**src/inc/iohx_pkg.sv**
```systemverilog
/*
  Package for the I/O status monitor: register map, field positions,
  reset values, mode encodings and the packed carriers shared by the
  monitor core, the status word packer and the port checker.
  Assumes a 32-bit Avalon-MM slave port with word-aligned registers.
*/
package iohx_pkg;

  // ---------------------------------------------------------------
  // register map (byte addresses)
  // ---------------------------------------------------------------
  localparam logic [3:0] OFS_CTRL   = 4'h0;
  localparam logic [3:0] OFS_WORD   = 4'h4;
  localparam logic [3:0] OFS_SEGS   = 4'h8;
  localparam logic [3:0] OFS_MENU   = 4'hC;
  localparam int         ADDR_W     = 4;

  // ---------------------------------------------------------------
  // control register fields
  // ---------------------------------------------------------------
  localparam int CTRL_SRC_LSB   = 0;   // 2-bit source select
  localparam int CTRL_SEGMODE   = 2;   // 1: per-segment form
  localparam int CTRL_OUTSEL    = 3;   // 1: output word
  localparam int CTRL_RANGE_LSB = 4;   // 2-bit menu range setting
  localparam logic [31:0] CTRL_RESET = 32'h0000_0000;

  // menu range value that opens the full menu
  localparam logic [1:0] RANGE_FULL = 2'h2;

  // ---------------------------------------------------------------
  // status word bit positions
  // ---------------------------------------------------------------
  localparam int BIT_FORWARD  = 0;
  localparam int BIT_REVERSE  = 1;
  localparam int BIT_GEN_LSB  = 2;
  localparam int GEN_INPUTS   = 5;
  localparam int BIT_TR_LSB   = 0;
  localparam int BIT_RELAY    = 8;
  localparam int BIT_CFWD     = 13;
  localparam int BIT_CREV     = 14;
  localparam int BIT_CRST     = 15;
  localparam int OPT_INPUTS   = 12;
  localparam int BIT_OPT_SEL  = 12;
  localparam int OPT_OUTPUTS  = 8;
  localparam int DIGITS       = 4;

  // segment all-off / middle bar
  localparam logic [7:0] SEG_OFF  = 8'h00;
  localparam logic [7:0] SEG_DASH = 8'h40;

  // ---------------------------------------------------------------
  // enumerations and carriers
  // ---------------------------------------------------------------
  typedef enum logic [1:0] {
    SRC_BASE = 2'h0,
    SRC_COMM = 2'h1,
    SRC_OPT  = 2'h2
  } iohx_src_t;

  typedef enum logic [1:0] {
    MODE_RUN,
    MODE_PROG,
    MODE_MAINT
  } iohx_mode_t;

  // base terminal states, 1 = closed
  typedef struct packed {
    logic                  forward_run_input;
    logic                  reverse_run_input;
    logic [GEN_INPUTS-1:0] general_input;
    logic [1:0]            transistor_output;
    logic                  relay_contact_output;
  } iohx_base_t;

  // communicated commands
  typedef struct packed {
    logic comm_forward_command;
    logic comm_reverse_command;
    logic comm_reset_command;
  } iohx_comm_t;

  // option board terminals
  typedef struct packed {
    logic [OPT_INPUTS-1:0]  option_input;
    logic                   option_selector;
    logic [OPT_OUTPUTS-1:0] option_output;
  } iohx_opt_t;

  // front panel keys, held levels at the pins; one-cycle pulses after the edge detect on the synchronised copy
  typedef struct packed {
    logic enter;
    logic up;
    logic down;
    logic escape;
  } iohx_keys_t;

endpackage : iohx_pkg

```
**src/rtl/iohx_monitor.sv**
```systemverilog
/*
  I/O status monitor: samples the terminal pins, packs them into a
  status word, drives a four-digit seven-segment monitor in hex or
  per-segment form, and runs the front-panel menu mode for entry to
  the maintenance menu. Software reaches control and status over
  Avalon-MM with waitrequest.
  Assumes pins and keys are asynchronous to mclk; keys arrive clean
  (debounced) and active high.
  Hex view: nibble k drives digit k+1, so the top nibble lands on the
  leftmost digit; the decimal point stays dark.
  Per-segment base view: digit 1 holds the run and general inputs,
  digit 2 the communicated commands, digit 3 the transistor outputs
  and digit 4 the relay contact; the option view has no dash rule.
  Limits: a read holds waitrequest for one cycle, so each read takes
  two cycles, back to back included; writes to any address
  but control are ignored and never wait. Pin changes reach the
  status word one cycle after sampling, the digits one cycle later.
  A change of menu range away from full drops maintenance at once.
*/
// Decided for this implementation: register access over Avalon-MM and the placing of the registers.
// Notes on behaviour
// - each terminal is one bit of a 16-bit word; unassigned bits are zero
// - word shown as four hex digits, top nibble on leftmost digit
// - forward run bit 0, reverse run bit 1, general inputs bits 2 to 6
// - input bit is one when the terminal is closed
// - transistor outputs on bits 0 and 1, one when conducting
// - relay contact state on bit 8, one when closed
// - under comms control, commands forward 13, reverse 14, reset 15
// - communicated commands shown in original, non-inverted polarity
// - comms word available in both per-segment and hex forms
// - option inputs bits 0-11, selector 12, outputs bits 0-7
// - option per-segment: digit1 inputs 1-8, digit2 9-12 and selector, digit3 outputs
// - maintenance menu reachable only when menu range setting is 2
// - power-on enters running mode; enter key opens function menu
// - all base inputs, outputs and relay (and commands under comms) off in per-segment form lights middle bar on all digits
`timescale 1ns/1ps
module iohx_monitor #(
  parameter int MENU_ITEMS = 8
) (
  input  wire logic                 mclk,
  input  wire logic                 arst_n,
  // Avalon-MM slave
  input  wire logic [iohx_pkg::ADDR_W-1:0] avs_address,
  input  wire logic                 avs_read,
  input  wire logic                 avs_write,
  input  wire logic [31:0]          avs_writedata,
  output logic      [31:0]          avs_readdata,
  output logic                      avs_waitrequest,
  // terminal pins
  input  wire iohx_pkg::iohx_base_t base_pins,
  input  wire iohx_pkg::iohx_comm_t comm_pins,
  input  wire iohx_pkg::iohx_opt_t  opt_pins,
  input  wire iohx_pkg::iohx_keys_t key_pins,
  // display
  output logic [4*8-1:0]            digit_seg,
  output iohx_pkg::iohx_mode_t      panel_mode,
  output logic [7:0]                menu_index
);

  // ---------------------------------------------------------------
  // reset release
  // ---------------------------------------------------------------
  logic rst_s1_r;
  logic rst_n_r;
  always_ff @(posedge mclk or negedge arst_n) begin
    if (!arst_n) begin
      rst_s1_r <= 1'b0;
      rst_n_r  <= 1'b0;
    end else begin
      rst_s1_r <= 1'b1;
      rst_n_r  <= rst_s1_r;
    end
  end

  // ---------------------------------------------------------------
  // pin synchronisers
  // ---------------------------------------------------------------
  localparam int PIN_W = $bits(iohx_pkg::iohx_base_t) + $bits(iohx_pkg::iohx_comm_t)
                       + $bits(iohx_pkg::iohx_opt_t) + $bits(iohx_pkg::iohx_keys_t);
  logic [PIN_W-1:0] pin_s1_r;
  logic [PIN_W-1:0] pin_s2_r;
  always_ff @(posedge mclk or negedge rst_n_r) begin
    if (!rst_n_r) begin
      pin_s1_r <= '0;
      pin_s2_r <= '0;
    end else begin
      pin_s1_r <= {base_pins, comm_pins, opt_pins, key_pins};
      pin_s2_r <= pin_s1_r;
    end
  end

  iohx_pkg::iohx_base_t base_s;
  iohx_pkg::iohx_comm_t comm_s;
  iohx_pkg::iohx_opt_t  opt_s;
  iohx_pkg::iohx_keys_t keys_s;
  assign {base_s, comm_s, opt_s, keys_s} = pin_s2_r;

  // ---------------------------------------------------------------
  // key edge detect on the synchronised copy
  // ---------------------------------------------------------------
  iohx_pkg::iohx_keys_t keys_d_r;
  iohx_pkg::iohx_keys_t key_evt;
  always_ff @(posedge mclk or negedge rst_n_r) begin
    if (!rst_n_r) begin
      keys_d_r <= '0;
    end else begin
      keys_d_r <= keys_s;
    end
  end
  assign key_evt = keys_s & ~keys_d_r;

  // ---------------------------------------------------------------
  // register file
  // ---------------------------------------------------------------
  logic [31:0] ctrl_r;
  logic        rd_done_r;
  logic        wr_en;
  iohx_pkg::iohx_src_t src;
  logic        seg_mode;
  logic        out_sel;
  logic [1:0]  menu_range;
  logic        rd_take;

  // ---------------------------------------------------------------
  // control fields
  // ---------------------------------------------------------------
  assign wr_en      = avs_write && avs_address == iohx_pkg::OFS_CTRL;
  assign src        = iohx_pkg::iohx_src_t'(ctrl_r[iohx_pkg::CTRL_SRC_LSB +: 2]);
  assign seg_mode   = ctrl_r[iohx_pkg::CTRL_SEGMODE];
  assign out_sel    = ctrl_r[iohx_pkg::CTRL_OUTSEL];
  assign menu_range = ctrl_r[iohx_pkg::CTRL_RANGE_LSB +: 2];

  always_ff @(posedge mclk or negedge rst_n_r) begin
    if (!rst_n_r) begin
      ctrl_r <= iohx_pkg::CTRL_RESET;
    end else if (wr_en) begin
      ctrl_r <= {26'h0, avs_writedata[5:0]};
    end
  end

  // ---------------------------------------------------------------
  // bus handshake
  // ---------------------------------------------------------------
  // writes complete at once; reads take one wait cycle
  // first cycle of a read: capture data, release the wait next edge
  assign rd_take         = avs_read && !rd_done_r;
  assign avs_waitrequest = rd_take;

  always_ff @(posedge mclk or negedge rst_n_r) begin
    if (!rst_n_r) begin
      rd_done_r <= 1'b0;
    end else begin
      rd_done_r <= rd_take;
    end
  end

  // ---------------------------------------------------------------
  // status word and display
  // ---------------------------------------------------------------
  logic [15:0] word;
  logic [31:0] hex_seg;
  logic [31:0] disp_nxt;
  logic [31:0] disp_r;

  iohx_word_pack u_pack (
    .src     (src),
    .out_sel (out_sel),
    .base    (base_s),
    .comm    (comm_s),
    .opt     (opt_s),
    .word    (word)
  );

  // ---------------------------------------------------------------
  // hex glyphs
  // ---------------------------------------------------------------
  // digit k (k=0 rightmost) shows nibble k
  genvar gi;
  generate
    for (gi = 0; gi < iohx_pkg::DIGITS; gi++) begin : g_dig
      iohx_hex_seg u_seg (
        .nibble (word[gi*4 +: 4]),
        .seg    (hex_seg[gi*8 +: 8])
      );
    end
  endgenerate

  // ---------------------------------------------------------------
  // display select
  // ---------------------------------------------------------------
  // per-segment form; bytes are digits 1..4, bits {dp,g,f,e,d,c,b,a}
  always_comb begin
    disp_nxt = hex_seg;
    if (seg_mode) begin
      disp_nxt = 32'h0000_0000;
      if (src == iohx_pkg::SRC_OPT) begin
        disp_nxt[7:0]   = opt_s.option_input[7:0];
        disp_nxt[11:8]  = opt_s.option_input[11:8];
        disp_nxt[12]    = opt_s.option_selector;
        disp_nxt[23:16] = opt_s.option_output;
      end else begin
        // digit 1 run and general inputs
        disp_nxt[0]     = base_s.forward_run_input;
        disp_nxt[1]     = base_s.reverse_run_input;
        disp_nxt[6:2]   = base_s.general_input;
        // digit 3 transistor outputs, digit 4 relay
        disp_nxt[17:16] = base_s.transistor_output;
        disp_nxt[24]    = base_s.relay_contact_output;
        if (src == iohx_pkg::SRC_COMM) begin
          disp_nxt[13] = comm_s.comm_forward_command;
          disp_nxt[14] = comm_s.comm_reverse_command;
          disp_nxt[15] = comm_s.comm_reset_command;
        end
        if (disp_nxt == 32'h0000_0000) begin
          disp_nxt = {4{iohx_pkg::SEG_DASH}};
        end
      end
    end
  end

  always_ff @(posedge mclk or negedge rst_n_r) begin
    if (!rst_n_r) begin
      disp_r <= {4{iohx_pkg::SEG_OFF}};
    end else begin
      disp_r <= disp_nxt;
    end
  end
  assign digit_seg = disp_r;

  // ---------------------------------------------------------------
  // front panel menu
  // ---------------------------------------------------------------
  // function menu slot of the maintenance menu
  localparam logic [7:0] MAINT_IDX = 8'h05;
  iohx_pkg::iohx_mode_t mode_r;
  logic [7:0]           idx_r;

  always_ff @(posedge mclk or negedge rst_n_r) begin
    if (!rst_n_r) begin
      mode_r <= iohx_pkg::MODE_RUN;
    end else begin
      unique case (mode_r)
        iohx_pkg::MODE_RUN: begin
          if (key_evt.enter) begin
            mode_r <= iohx_pkg::MODE_PROG;
          end
        end
        iohx_pkg::MODE_PROG: begin
          if (key_evt.escape) begin
            mode_r <= iohx_pkg::MODE_RUN;
          end else if (key_evt.enter && idx_r == MAINT_IDX
                       && menu_range == iohx_pkg::RANGE_FULL) begin
            mode_r <= iohx_pkg::MODE_MAINT;
          end
        end
        iohx_pkg::MODE_MAINT: begin
          // a range change drops maintenance at once
          if (key_evt.escape || menu_range != iohx_pkg::RANGE_FULL) begin
            mode_r <= iohx_pkg::MODE_PROG;
          end
        end
        default: mode_r <= iohx_pkg::MODE_RUN;
      endcase
    end
  end

  // menu cursor, wraps over the function menu
  always_ff @(posedge mclk or negedge rst_n_r) begin
    if (!rst_n_r) begin
      idx_r <= 8'h00;
    end else if (mode_r == iohx_pkg::MODE_PROG) begin
      if (key_evt.up) begin
        idx_r <= (idx_r == 8'(MENU_ITEMS - 1)) ? 8'h00 : idx_r + 8'h01;
      end else if (key_evt.down) begin
        idx_r <= (idx_r == 8'h00) ? 8'(MENU_ITEMS - 1) : idx_r - 8'h01;
      end
    end
  end

  assign panel_mode = mode_r;
  assign menu_index = idx_r;

  // ---------------------------------------------------------------
  // read data
  // ---------------------------------------------------------------
  logic [31:0] rdata_nxt;

  // decode on the request cycle, held until the next read
  always_comb begin
    unique case (avs_address)
      iohx_pkg::OFS_CTRL: rdata_nxt = ctrl_r;
      iohx_pkg::OFS_WORD: rdata_nxt = {16'h0000, word};
      iohx_pkg::OFS_SEGS: rdata_nxt = disp_r;
      iohx_pkg::OFS_MENU: rdata_nxt = {22'h0, mode_r, idx_r};
      default:            rdata_nxt = 32'h0000_0000;
    endcase
  end

  always_ff @(posedge mclk or negedge rst_n_r) begin
    if (!rst_n_r) begin
      avs_readdata <= 32'h0000_0000;
    end else if (rd_take) begin
      avs_readdata <= rdata_nxt;
    end
  end

endmodule : iohx_monitor

```
**src/rtl/iohx_word_pack.sv**
```systemverilog
/*
  Packs terminal states into the 16-bit status word for the chosen
  source (base, communications, option board) and direction.
  Assumes all inputs are already synchronised to mclk.
*/
`timescale 1ns/1ps
module iohx_word_pack (
  input  wire iohx_pkg::iohx_src_t  src,
  input  wire logic                 out_sel,
  input  wire iohx_pkg::iohx_base_t base,
  input  wire iohx_pkg::iohx_comm_t comm,
  input  wire iohx_pkg::iohx_opt_t  opt,
  output logic [15:0]               word
);

  always_comb begin
    word = 16'h0000;
    if (src == iohx_pkg::SRC_OPT) begin
      if (out_sel) begin
        word[iohx_pkg::OPT_OUTPUTS-1:0] = opt.option_output;
      end else begin
        word[iohx_pkg::OPT_INPUTS-1:0] = opt.option_input;
        word[iohx_pkg::BIT_OPT_SEL]    = opt.option_selector;
      end
    end else if (out_sel) begin
      word[iohx_pkg::BIT_TR_LSB +: 2] = base.transistor_output;
      word[iohx_pkg::BIT_RELAY]       = base.relay_contact_output;
    end else begin
      word[iohx_pkg::BIT_FORWARD] = base.forward_run_input;
      word[iohx_pkg::BIT_REVERSE] = base.reverse_run_input;
      word[iohx_pkg::BIT_GEN_LSB +: iohx_pkg::GEN_INPUTS] = base.general_input;
      if (src == iohx_pkg::SRC_COMM) begin
        // raw command polarity, no terminal inversion applied
        word[iohx_pkg::BIT_CFWD] = comm.comm_forward_command;
        word[iohx_pkg::BIT_CREV] = comm.comm_reverse_command;
        word[iohx_pkg::BIT_CRST] = comm.comm_reset_command;
      end
    end
  end

endmodule : iohx_word_pack

```
**src/rtl/iohx_hex_seg.sv**
```systemverilog
/*
  Seven-segment glyph encoder for one hexadecimal nibble.
  Segment order in the result is {dp,g,f,e,d,c,b,a}, dp always off.
*/
`timescale 1ns/1ps
module iohx_hex_seg (
  input  wire logic [3:0] nibble,
  output logic      [7:0] seg
);

  always_comb begin
    unique case (nibble)
      4'h0:    seg = 8'h3F;
      4'h1:    seg = 8'h06;
      4'h2:    seg = 8'h5B;
      4'h3:    seg = 8'h4F;
      4'h4:    seg = 8'h66;
      4'h5:    seg = 8'h6D;
      4'h6:    seg = 8'h7D;
      4'h7:    seg = 8'h07;
      4'h8:    seg = 8'h7F;
      4'h9:    seg = 8'h6F;
      4'hA:    seg = 8'h77;
      4'hB:    seg = 8'h7C;
      4'hC:    seg = 8'h39;
      4'hD:    seg = 8'h5E;
      4'hE:    seg = 8'h79;
      4'hF:    seg = 8'h71;
    endcase
  end

endmodule : iohx_hex_seg

```
**config.mk**
```make
export PLATFORM = sky130hd
export DESIGN_NAME = iohx_monitor
export DESIGN_NICKNAME = d
export VERILOG_FILES = /design/src/inc/iohx_pkg.sv /design/src/rtl/iohx_monitor.sv /design/src/rtl/iohx_word_pack.sv /design/src/rtl/iohx_hex_seg.sv
export SDC_FILE = /design/constraint.sdc
export NUM_CORES = 1
export LEC_CHECK = 0
export ABC_AREA = 1
export BUFFER_PORTS_ARGS = -buffer_cell sky130_fd_sc_hd__buf_2
export CORE_UTILIZATION = 55
export CTS_CLUSTER_SIZE = 8
export DETAILED_ROUTE_END_ITERATION = 6
export GPL_TIMING_DRIVEN = 0
export PLACE_DENSITY_LB_ADDON = 0.12
export SLEW_MARGIN = 30
export SYNTH_ARGS = -nofsm -noshare
export SYNTH_HDL_FRONTEND = slang
export SYNTH_SLANG_ARGS = --single-unit
```
**constraint.sdc**
```tcl
create_clock -name mclk -period 5.6 [get_ports mclk]
set_input_delay 1.4 -clock mclk [delete_from_list [all_inputs] [get_ports mclk]]
set_output_delay 1.4 -clock mclk [all_outputs]
set_load 0.01 [all_outputs]
```
# Yosys cells after proc, flatten, opt, wreduce, memory -nomap -nowiden
# Memory sizes are Yosys's and may differ from the RTL's.
# Index checks and enable logic that the tools add are counted.
[classes] addsub=2 multipliers=0 div=0 magnitude_cmp=0 n_eq_ne=14 shift=0 mux=30 bitwise=2 n_reduce_logical=13
[op_table] operator="one-hot mux 32 bit (4 select lines)" n=1
[op_table] operator="2-to-1 mux 8 bit" n=7
[op_table] operator="2-to-1 mux 32 bit" n=1
[op_table] operator="2-to-1 mux 31 bit" n=1
[op_table] operator="2-to-1 mux 3 bit" n=6
[op_table] operator="equality test 8 x 3 -> 1 bit (second input constant)" n=2
[op_table] operator="zero test 13 bit" n=1
[op_table] operator="2-to-1 mux 13 bit" n=1
[op_table] operator="2-to-1 mux 2 bit" n=5
[op_table] operator="2-to-1 mux 5 bit" n=2
[op_table] operator="adder 8 x 1 -> 8 bit (second input constant)" n=1
[op_table] operator="equality test 4 bit (second input constant)" n=2
[op_table] operator="zero test 8 bit" n=1
[op_table] operator="subtractor 8 x 1 -> 8 bit (second input constant)" n=1
[op_table] operator="2-to-1 mux 7 bit" n=1
[op_table] operator="equality test 2 bit (second input constant)" n=3
[op_table] operator="inequality test 2 bit (second input constant)" n=3
[op_table] operator="one-hot mux 2 bit (3 select lines)" n=1
[op_table] operator="AND 4 bit" n=1
[op_table] operator="equality test 2 x 1 -> 1 bit (second input constant)" n=2
[op_table] operator="equality test 4 x 3 -> 1 bit (second input constant)" n=1
[op_table] operator="logical AND 1 bit" n=4
[op_table] operator="zero test 4 bit" n=1
[op_table] operator="2-to-1 mux 4 bit" n=1
[op_table] operator="9 further kinds" n=11
[word_totals] register_bits=163 latchBits=0 ram_bits=0 mem_bits_ro=448 inputBits=78 output_inout_bits=75 elab_cells=79 memories=4
[memory_table] memory="(no name shown)" depth=16 word_bits=7 read_ports=1 rd_clocked_by_memory_dff=0 write_ports=0 line="iohx_hex_seg.sv:12" text="unique case (nibble)"
[memory_table] memory="(no name shown)" depth=16 word_bits=7 read_ports=1 rd_clocked_by_memory_dff=0 write_ports=0 line="iohx_hex_seg.sv:12"
[memory_table] memory="(no name shown)" depth=16 word_bits=7 read_ports=1 rd_clocked_by_memory_dff=0 write_ports=0 line="iohx_hex_seg.sv:12"
[memory_table] memory="(no name shown)" depth=16 word_bits=7 read_ports=1 rd_clocked_by_memory_dff=0 write_ports=0 line="iohx_hex_seg.sv:12"

# Depth between registers and ports, before layout
# Gate-level depths: netlist of run 1.
[depth] word_depth=8 ltp_mapped=14 mapped_depth_nobuf=13

# By module
# From an unflattened synthesis of run 1, not the netlist that was laid out.
[unflattened] cells_unflattened=904 hier_area_um2=7618.6
[by_module_without_submodules] module="iohx_monitor" instances=1 cells_each=607 area_per_inst_um2=6118.4 seq_area_each_um2=4078.9
[by_module_without_submodules] module="iohx_hex_seg (g_dig[1].u_seg ...)" instances=3 cells_each=54 area_per_inst_um2=281.5 seq_area_each_um2=0.0
[by_module_without_submodules] module="iohx_word_pack" instances=1 cells_each=81 area_per_inst_um2=367.9 seq_area_each_um2=0.0
[by_module_without_submodules] module="iohx_hex_seg (g_dig[0].u_seg)" instances=1 cells_each=54 area_per_inst_um2=287.8 seq_area_each_um2=0.0

# Least setup slack after synthesis of run 1
# No wires, ideal clock.
[synth_timing] path_type="in2out" start="input avs_read" end="output avs_waitrequest" arrival_time_ns=2.048 required_time_ns=4.200 slack_ns=2.152 cell_stages=4 path_buffers=2 cell_sequence="inv_1 -> nor2_1 -> buf_2 -> buf_1"
[synth_between] elab_chain_len=1
[synth_rtl] item="start, declared" line="iohx_monitor.sv:44" text="input wire logic avs_read,"
[synth_rtl] item="logical AND 1 bit" line="iohx_monitor.sv:146" text="assign rd_take = avs_read && !rd_done_r;"
[synth_rtl] item="end, declared" line="iohx_monitor.sv:48" text="output logic avs_waitrequest,"
# No other way between the ends.

# Worst setup path in the final report of run 1
# Same ends and word-level chain as after synthesis.

==> summary.md, run 1 <==
| Metric | Value |
|---|---|
| Final Wtd Congestion | `0.930` |
| Critical path peak fanout | `11` |
| Final setup vio count | `0` |
| Fin nets | `1101` |
| Syn-to-layout area delta | `20.4%` |
| Post-route cell area | `8750 um^2` |
| CP most frequent cell | `buf_2` |
| Lkg Pwr | `4.71 nW` |
| Syn Area/Cell | `8.60 um^2` |
| DIE WIDTH | `117 um` |
| Max-slew headroom | `56.2%` |
| CTS resizes | `0` |
| First drt pass iteration count | `5` |
| Synth Area in Simple Gates | `24.5%` |
| Vias in the first global route | `5484` |
| Peak VDD IR | `307 uV` |
| Status | `complete, no violations` |
| Fin util | `68.5%` |
| Post-layout worst setup margin | `1730 ps` |
| Row cnt | `41` |
| CP max stage cell | `buf_1` |
| F_max | `0.258 GHz` |
| Grt ovf | `0` |
| Mean number of vias per cell | `5.06` |
| Family with the most delay on the worst path | `buffers and inverters` |
| Yosys warns | `0` |
| Initial Util | `56.9%` |
| Fin cells | `1177` |
| Total core area | `12800 um^2` |
| CP bufs+invs | `5` |
| Hold WS | `256 ps` |
| Placed cell count | `1145` |
| Slew @ Worst Pin | `654 ps` |
| Clock latency on the worst-skew pair | `430 ps` |
| DRC violations left | `0` |
| Gr usage total | `27.5%` |
| Cell Area, Placed | `8180 um^2` |
| Worst-path clk slew | `60 ps` |
| Die H | `117 um` |
| CTS tree | `built` |
| Minimum clock period | `3870 ps` |
| Antenna viol nets, final | `0` |
| CP endpoint kind | `output port` |
| Pre-CTS WS | `1750 ps` |
| Max H-tree Level | `4` |
| Die ar. | `13700 um^2` |
| CTS Buf Count | `17` |
| HPWL after detailed placement | `13.0 mm` |
| Max-cap viol count | `0` |
| DRT iter0 DRCs | `408` |
| PortBufs | `124` |
| Drt total wl | `17.4 mm` |
| Startpoint type of the worst setup path | `input pin` |
| Largest family of logic cells by synthesized area | `simple AND/OR/NAND/NOR gates` |
| HP Class | `reg2async` |
| Yosys reg bits | `161` |
| Clock root buffer | `clkbuf_16` |
| Final Cycle Share | `69.2%` |
| Adder-cell share of the synthesized area | `5.34%` |
| WS Path Type | `in2out` |
| Cells after synthesis | `845` |
| Layout cells sized above 1 | `18.5%` |
| Sequential-to-total area share from yosys stat | `55.5%` |
| Mapped cell area | `7270 um^2` |
| R2R depth | `9` |
| Hold_buf cts | `0` |
| Unrepaired setup endpoints after global routing | `false` |
| Largest net degree at the start of global routing | `53` |
| Vias | `5960` |
| Pins over their slew limit | `0` |
| CP Depth | `6` |
| CP max stage delay | `390 ps` |
| CTS Sinks | `161` |
| Final-report hold violation count | `0` |
| ANT cells | `0` |
| CTS Buffer Depth | `2` |
| IO Count | `153` |
| Setup bufs post-CTS | `0` |
| First-pass GRT wire length | `27.8 mm` |
| Power density over the cells | `397 nW/um^2` |
| Wire per inst | `14.8 um` |
| Critical Path RT | `4200 ps` |
| Antenna violations before repair | `0` |
| Compound-gate portion of the synthesized area | `7.56%` |
| Crit path DAT | `2470 ps` |
| Xor and xnor area share after synthesis | `0.844%` |
| Crit-path cells | `buf_2 > inv_1 > nor2_1 > buf_2 > buf_1 > buf_2` |
| Yosys cell types | `35` |
| Multiplexer share of the synthesized area | `0%` |
| Clk_skew | `7.46 ps` |
==> final timing paths <==
path                                         from                      end  slack, ps
max                                      avs_read          avs_waitrequest       1730
max reg2reg                 ctrl_r[0]$_DFFE_PN0P_  digit_seg[21]$_DFF_PN0_       3080
min reg2reg                     rst_n_r$_DFF_PN0_   pin_s1_r[20]$_DFF_PN0_        260
min                             rst_n_r$_DFF_PN0_   pin_s1_r[20]$_DFF_PN0_        260
min in group mclk          pin_s1_r[35]$_DFF_PN0_   pin_s2_r[35]$_DFF_PN0_        340
max in group asynchronous       rst_n_r$_DFF_PN0_  digit_seg[20]$_DFF_PN0_       4500
==> per-stage QoR <==
step | TNS (ps) | power (mW)
6_report | 0 | 3.47
5_1_grt | 0 | 3.68
4_1_cts | 0 | 3.47
3_5_place_dp | 0 | 2.38
3_3_place_gp | -91270 | 2.36
2_1_floorplan | 0 | 2.04
==> routing by layer <==
layer	GRT usage (%)	wire length, um	vias up
li1	-	-	2953
met1	38.6	8250	2745
met2	41.3	7720	225
met3	6.85	995	37
met4	11.1	456	0
met5	0	0	-
==> layout make-up <==
class,instances,area (um^2)
Multi-Input combinational cell,574,2790
Timing Repair Buffer,127,688
Clock buffer,23,488
Tap cell,172,215
Sequential cell,161,4030
Fill cell,1079,4030
Clock inverter,9,81.3
Buffer,27,138
Inverter,84,315
==> synth_stat cells <==
| cell | instances | area, um^2 |
|---|---|---|
| clkinv_1 | 3 | 11.3 |
| nand4_1 | 5 | 31.3 |
| o211ai_1 | 8 | 60.1 |
| nand2_2 | 3 | 18.8 |
| nand3b_1 | 2 | 15.0 |
| inv_2 | 2 | 7.51 |
| inv_1 | 79 | 297 |
| o21ai_1 | 3 | 15.0 |
| a22oi_1 | 4 | 30.0 |
| nor3_2 | 1 | 10.0 |
| nor3_4 | 1 | 16.3 |
| buf_1 | 4 | 15.0 |
| and2_1 | 1 | 6.26 |
| clkbuf_1 | 9 | 33.8 |
| buf_4 | 5 | 37.5 |
| nand2_1 | 283 | 1060 |
| dfrtp_1 | 161 | 4030 |
| nor3_1 | 4 | 20.0 |
| a31oi_1 | 4 | 25.0 |
| conb_1 | 2 | 7.51 |
| or2_2 | 1 | 6.26 |
| nand3_1 | 63 | 315 |
| nand3_2 | 1 | 10.0 |
| o21ai_2 | 1 | 8.76 |
| nor2_4 | 1 | 11.3 |
| xnor2_1 | 1 | 8.76 |
| nor2_1 | 63 | 236 |
| xor2_1 | 6 | 52.6 |
| o21ai_0 | 58 | 290 |
| o22ai_1 | 4 | 25.0 |
| buf_6 | 1 | 11.3 |
| nor2_2 | 3 | 18.8 |
| buf_2 | 8 | 40.0 |
| ha_1 | 31 | 388 |
| a21oi_1 | 19 | 95.1 |
==> power breakdown <==
group          switching, mW  total, mW  internal, mW
clock                  0.442       1.10         0.655
combinational          0.627      0.951         0.324
sequential             0.118       1.42          1.31
total                   1.19       3.47          2.28
==> sequential cells by signal (all words and copies together), names as in the netlist <==
signal and count:
rst_s1_r 1, digit_seg 31, menu_index 8, keys_d_r 4
ctrl_r 6, pin_s2_r 38, pin_s1_r 38, rst_n_r 1
rd_done_r 1, avs_readdata 31, panel_mode 2
==> logic make-up after synthesis <==
logic type / Yosys count
simple gates: 432
buf+inv: 111
xor+xnor: 7
fa+ha+maj: 31
other cells: 2
flops: 161
compound gates: 101
==> layout by cell type, fill, tap and decap left out, types with 5 or more instances in the layout <==
cell type    n
a21oi_1     19
buf_2      132
buf_4        5
clkbuf_1    11
clkbuf_16   17
dfrtp_1    160
ha_1        31
inv_1       79
nand2_1    283
nand3_1     63
nand4_1      5
nor2_1      63
o211ai_1     8
o21ai_0     58
xor2_1       6
(Power assumes the default switching activity.)
==> run 2: changes to the inputs <==
==> constraint.sdc (replaced) <==
create_clock -name mclk -period 3.6 [get_ports mclk]
set_input_delay 0.9 -clock mclk [delete_from_list [all_inputs] [get_ports mclk]]
set_output_delay 0.9 -clock mclk [all_outputs]
set_load 0.01 [all_outputs]
==> summary.md, run 2 (synthesis results as in run 1) <==
| Metric | Value |
|---|---|
| Total core area | `12800 um^2` |
| Startpoint type of the worst setup path | `input pin` |
| Most frequent cells in the layout | `283 x nand2_1, 160 x dfrtp_1, 132 x buf_2, 79 x inv_1` |
| Clock latency on the worst-skew pair | `430 ps` |
| R2R depth | `9` |
| Wire per inst | `14.8 um` |
| Sequential share of power | `40.1%` |
| Slew @ Worst Pin | `579 ps` |
| Setup bufs post-CTS | `0` |
| Final-report hold violation count | `0` |
| Minimum clock period | `2900 ps` |
| Mean number of vias per cell | `5.16` |
| Clock root buffer | `clkbuf_16` |
| Die H | `117 um` |
| Row cnt | `41` |
| Crit Reg-Reg Startpoint | `ctrl_r[0]$_DFFE_PN0P_` |
| Sw Ratio | `33.3%` |
| Fin nets | `1101` |
| Setup_tns | `0 ps` |
| F_max | `0.345 GHz` |
| Antenna viol nets, final | `0` |
| IO Count | `153` |
| R2R Setup Slk | `1150 ps` |
| Drt total wl | `17.4 mm` |
| DIE WIDTH | `117 um` |
| CTS Buf Count | `17` |
| CTS resizes | `0` |
| Worst-path clk slew | `60 ps` |
| Peak VDD IR | `448 uV` |
| Internal | `3.68 mW` |
| Gr busiest metal | `met2` |
| HP Class | `in2async` |
| PortBufs | `124` |
| Layout cells sized above 1 | `18.3%` |
| Max-slew headroom | `61.3%` |
| CTS tree | `built` |
| Syn-to-layout area delta | `20.8%` |
| Clk_skew | `11.0 ps` |
| Final setup vio count | `0` |
| Reg2reg end | `digit_seg[21]$_DFF_PN0_` |
| M3 GR Usage | `5.30%` |
| Most common cell after layout, fill and taps aside | `nand2_1` |
| CP Capture Point | `avs_waitrequest` |
| CP endpoint kind | `output port` |
| ANT cells | `0` |
| First-pass GRT wire length | `27.3 mm` |
| Final Cycle Share | `80.4%` |
| Critical Path RT | `2700 ps` |
| Vias in the first global route | `5421` |
| Die ar. | `13700 um^2` |
| WS Path Type | `in2out` |
| Final Wtd Congestion | `0.943` |
| Lkg Pwr | `4.73 nW` |
| DRC violations left | `0` |
| Met2 Usage GRT | `42.5%` |
| Status | `complete, no violations` |
| First drt pass iteration count | `5` |
| Antenna violations before repair | `0` |
| Max-cap viol count | `0` |
| CTS Buffer Depth | `2` |
| Critical path peak fanout | `11` |
| Grt ovf | `0` |
| Gr usage total | `27.2%` |
| Clock power frac | `33.2%` |
| P_sw | `1.84 mW` |
| Max H-tree Level | `4` |
| Comb pwr share | `26.7%` |
| Largest registers | `pin_s1_r x38, pin_s2_r x38` |
| Initial Util | `56.9%` |
| Hold_buf cts | `0` |
| Final Total Pwr | `5.52 mW` |
| Unrepaired setup endpoints after global routing | `false` |
| Worst setup startpoint | `avs_read` |
| Largest net degree at the start of global routing | `53` |
| HPWL after detailed placement | `13.0 mm` |
| Crit path DAT | `2000 ps` |
| M1 GR Usage | `37.4%` |
| Vias | `6058` |
| Power density over the cells | `630 nW/um^2` |
| CTS Sinks | `161` |
| FILL cells | `1053` |
| Pins over their slew limit | `0` |
| DRT iter0 DRCs | `493` |
==> run 2: cell count changes in the layout (fill, tap and decap cells not counted) <==
cell | before | now
bufinv_16 | 1 | 4
clkinvlp_4 | 3 | 1
clkinv_4 | 1 | 2
clkbuf_8 | 4 | 0
==> run 2: stage by stage <==
step / std cells / utilization (%) / setup WS [ps] / area [um^2] / hold WS [ps]
3_5_place_dp: 1145 / 64.0 / 725 / 8180 / 257
4_1_cts: 1175 / 68.7 / 730 / 8770 / 239
2_1_floorplan: 846 / - / 935 / 7270 / 331
6_report: 1175 / 68.7 / 704 / 8770 / 249
5_1_grt: 1175 / 68.7 / 582 / 8770 / 235
3_3_place_gp: 1142 / 63.5 / 210 / 8110 / 332
==> run 2: area by class of cell <==
cell class / count / area, um^2 / area share, %
flip-flops and latches: 161 / 4030 / 46.0
multi-input cells: 574 / 2790 / 31.8
plain buffers: 27 / 138 / 1.57
clock inverters: 11 / 165 / 1.88
clock buffers: 19 / 433 / 4.93
inverters: 84 / 315 / 3.59
well taps: 172 / 215 / 2.45
repair buffers: 127 / 688 / 7.84
==> run 2: worst min-delay path by stage <==
stage | startpoint | endpoint | slack, ps
final | arst_n | rst_s1_r$_DFF_PN0_ | 250
after global routing | arst_n | rst_s1_r$_DFF_PN0_ | 230
after CTS | arst_n | rst_n_r$_DFF_PN0_ | 240
after detailed placement | rst_n_r$_DFF_PN0_ | pin_s1_r[2]$_DFF_PN0_ | 260
after global placement | pin_s1_r[23]$_DFF_PN0_ | pin_s2_r[23]$_DFF_PN0_ | 330
after floorplan | rst_s1_r$_DFF_PN0_ | rst_n_r$_DFF_PN0_ | 330
==> run 2: worst max-delay path: stages <==
cell    delay [ps]
buf_2           70
inv_1           30
nor2_1         130
buf_2          230
buf_1          410
buf_2          220
==> run 2: power by group through the flow <==
| stage | Combinational (mW) | Clock, mW | Sequential (mW) |
|---|---|---|---|
| 6_report | 1.47 | 1.84 | 2.21 |
| 5_1_grt | 1.66 | 1.93 | 2.24 |
| 4_1_cts | 1.47 | 1.86 | 2.21 |
| 3_5_place_dp | 1.45 | 0 | 2.24 |
| 3_3_place_gp | 1.41 | 0 | 2.27 |
| 2_1_floorplan | 0.882 | 0 | 2.29 |
==> run 2: per-layer routing <==
metal | vias to the layer above | part of all wire [%]
met2 | 248 | 46
met3 | 34 | 6.2
li1 | 2956 | -
met5 | - | 0
met4 | 0 | 2.4
met1 | 2820 | 45
==> run 3: changes to the inputs <==
--- a/config.mk
+++ b/config.mk
@@ -7,7 +7,7 @@
 export LEC_CHECK = 0
 export ABC_AREA = 1
 export BUFFER_PORTS_ARGS = -buffer_cell sky130_fd_sc_hd__buf_2
-export CORE_UTILIZATION = 55
+export CORE_UTILIZATION = 49
 export CTS_CLUSTER_SIZE = 8
 export DETAILED_ROUTE_END_ITERATION = 6
 export GPL_TIMING_DRIVEN = 0
==> constraint.sdc (replaced) <==
create_clock -name mclk -period 2.4 [get_ports mclk]
set_input_delay 0.6 -clock mclk [delete_from_list [all_inputs] [get_ports mclk]]
set_output_delay 0.6 -clock mclk [all_outputs]
set_load 0.01 [all_outputs]
==> summary.md, run 3 (synthesis results as in run 1) <==
| Metric | Value |
|---|---|
| Status | `complete, no violations` |
| IO Count | `153` |
| CP Depth | `12` |
| Max-cap viol count | `0` |
| Die H | `124 um` |
| Wire per inst | `14.6 um` |
| Fin util | `61.4%` |
| CP bufs+invs | `4` |
| Slew @ Worst Pin | `546 ps` |
| Largest net degree at the start of global routing | `53` |
| Antenna viol nets, final | `0` |
| CP endpoint kind | `flip-flop` |
| Setup_tns | `0 ps` |
| Clock latency on the worst-skew pair | `420 ps` |
| PortBufs | `124` |
| Vias in the first global route | `5559` |
| Hold WS | `257 ps` |
| Most common cell after layout, fill and taps aside | `nand2_1` |
| Family with the most delay on the worst path | `simple AND/OR/NAND/NOR gates` |
| CP most frequent cell | `nand2_1` |
| Critical path peak fanout | `10` |
| Total core area | `14500 um^2` |
| HPWL after detailed placement | `13.1 mm` |
| Final setup vio count | `0` |
| WS Path Type | `reg2reg` |
| Minimum clock period | `2270 ps` |
| Row cnt | `44` |
| Vias | `5931` |
| Peak VDD IR | `604 uV` |
| Critical Path RT | `2680 ps` |
| Worst-path clk slew | `60 ps` |
| Mean number of vias per cell | `4.99` |
| Die ar. | `15300 um^2` |
| Setup bufs post-CTS | `0` |
| Syn-to-layout area delta | `22.4%` |
| Gr usage total | `24.5%` |
| FILL cells | `1336` |
| Initial Util | `50.2%` |
| Pins over their slew limit | `0` |
| R2R depth | `12` |
| CTS Buffer Depth | `2` |
| Clock root buffer | `clkbuf_16` |
| Final Wtd Congestion | `0.931` |
| Most frequent cells in the layout | `280 x nand2_1, 160 x dfrtp_1, 130 x buf_2, 79 x inv_1, 63 x nand3_1` |
| DRT iter0 DRCs | `528` |
| Layout cells sized above 1 | `19.1%` |
| Drt total wl | `17.4 mm` |
| Crit-path cells | `inv_2 > nor2_2 > buf_4 > nand2_1 > nand2_1 > inv_1 > ha_1 > inv_1 > nand2_1 > nand3_1 > nand3_1 > nand2_1` |
| CTS tree | `built` |
| First drt pass iteration count | `7` |
| First-pass GRT wire length | `27.8 mm` |
| Clk_skew | `4.58 ps` |
| Antenna violations before repair | `0` |
| CP max stage delay | `410 ps` |
| F_max | `0.440 GHz` |
| Fin cells | `1189` |
| Largest registers | `pin_s1_r x38, pin_s2_r x38` |
| HP Class | `reg2async` |
| Power density over the cells | `963 nW/um^2` |
| DRC violations left | `0` |
| Final Cycle Share | `94.8%` |
| Crit path DAT | `2560 ps` |
| CTS Sinks | `161` |
| ANT cells | `0` |
| Placed cell count | `1157` |
| Lkg Pwr | `4.77 nW` |
| Final-report hold violation count | `0` |
| Post-layout worst setup margin | `126 ps` |
| Pre-CTS WS | `70.6 ps` |
| Startpoint type of the worst setup path | `flip-flop` |
| Max-slew headroom | `63.4%` |
| Grt ovf | `0` |
| Unrepaired setup endpoints after global routing | `false` |
| Max H-tree Level | `4` |
| Fin nets | `1101` |
| CTS Buf Count | `17` |
| DIE WIDTH | `124 um` |
| CP max stage cell | `dfrtp_1` |
-- run 3: per-layer routing --
layer	vias to the layer above	wire length [um]	track usage [%]
li1	2962	-	-
met1	2708	8050	33.9
met5	-	0	0
met4	0	480	12.0
met3	33	1080	4.90
met2	228	7750	36.9
-- run 3: final timing paths --
check	start	endpoint	slack, ps
setup / recovery	ctrl_r[1]$_DFFE_PN0P_	digit_seg[19]$_DFF_PN0_	130
setup reg to reg	ctrl_r[1]$_DFFE_PN0P_	digit_seg[19]$_DFF_PN0_	130
hold / removal	rst_n_r$_DFF_PN0_	pin_s2_r[6]$_DFF_PN0_	260
min in group mclk	opt_pins[5]	pin_s1_r[9]$_DFF_PN0_	280
hold reg to reg	rst_n_r$_DFF_PN0_	pin_s2_r[6]$_DFF_PN0_	260
max in group asynchronous	rst_n_r$_DFF_PN0_	avs_readdata[17]$_DFFE_PN0P_	1300
-- run 3: repair_timing --
action                                  4_1_cts  5_1_grt
endpoints found under the hold margin         2        0
hold buffers                                  1        0
resized for setup                             0        7
endpoints found under the setup margin        0       15
-- run 3: power by group --
group          switching, mW  total (mW)  internal [mW]
Combinational           1.45        2.22          0.764
Clock                   1.05        3.03           1.98
Sequential             0.272        3.32           3.04
Total                   2.77        8.56           5.79
-- run 3: worst reg2reg max path, stage by stage, from the launching register on --
cell     delay [ps]
dfrtp_1         410
inv_2            80
nor2_2          220
buf_4           230
nand2_1          60
nand2_1         260
inv_1           140
ha_1            290
inv_1            40
nand2_1          90
nand3_1          90
nand3_1         100
nand2_1         120
-- run 3: cell type report --
type	instances	area (um^2)	share of cell area, %
sequential	161	4030	45.3
multi-input combinational	574	2800	31.5
timing repair buffer	128	698	7.85
clock buffer	19	443	4.98
inverter	84	315	3.55
clock inverter	13	233	2.62
tap	184	230	2.59
buffer	26	139	1.56
-- run 3: metrics by stage --
stage	instance area (um^2)	total power [mW]
2_1_floorplan	7270	4.76
3_3_place_gp	8120	5.51
3_5_place_dp	8190	5.54
4_1_cts	8880	8.60
5_1_grt	8890	9.09
6_report	8890	8.56
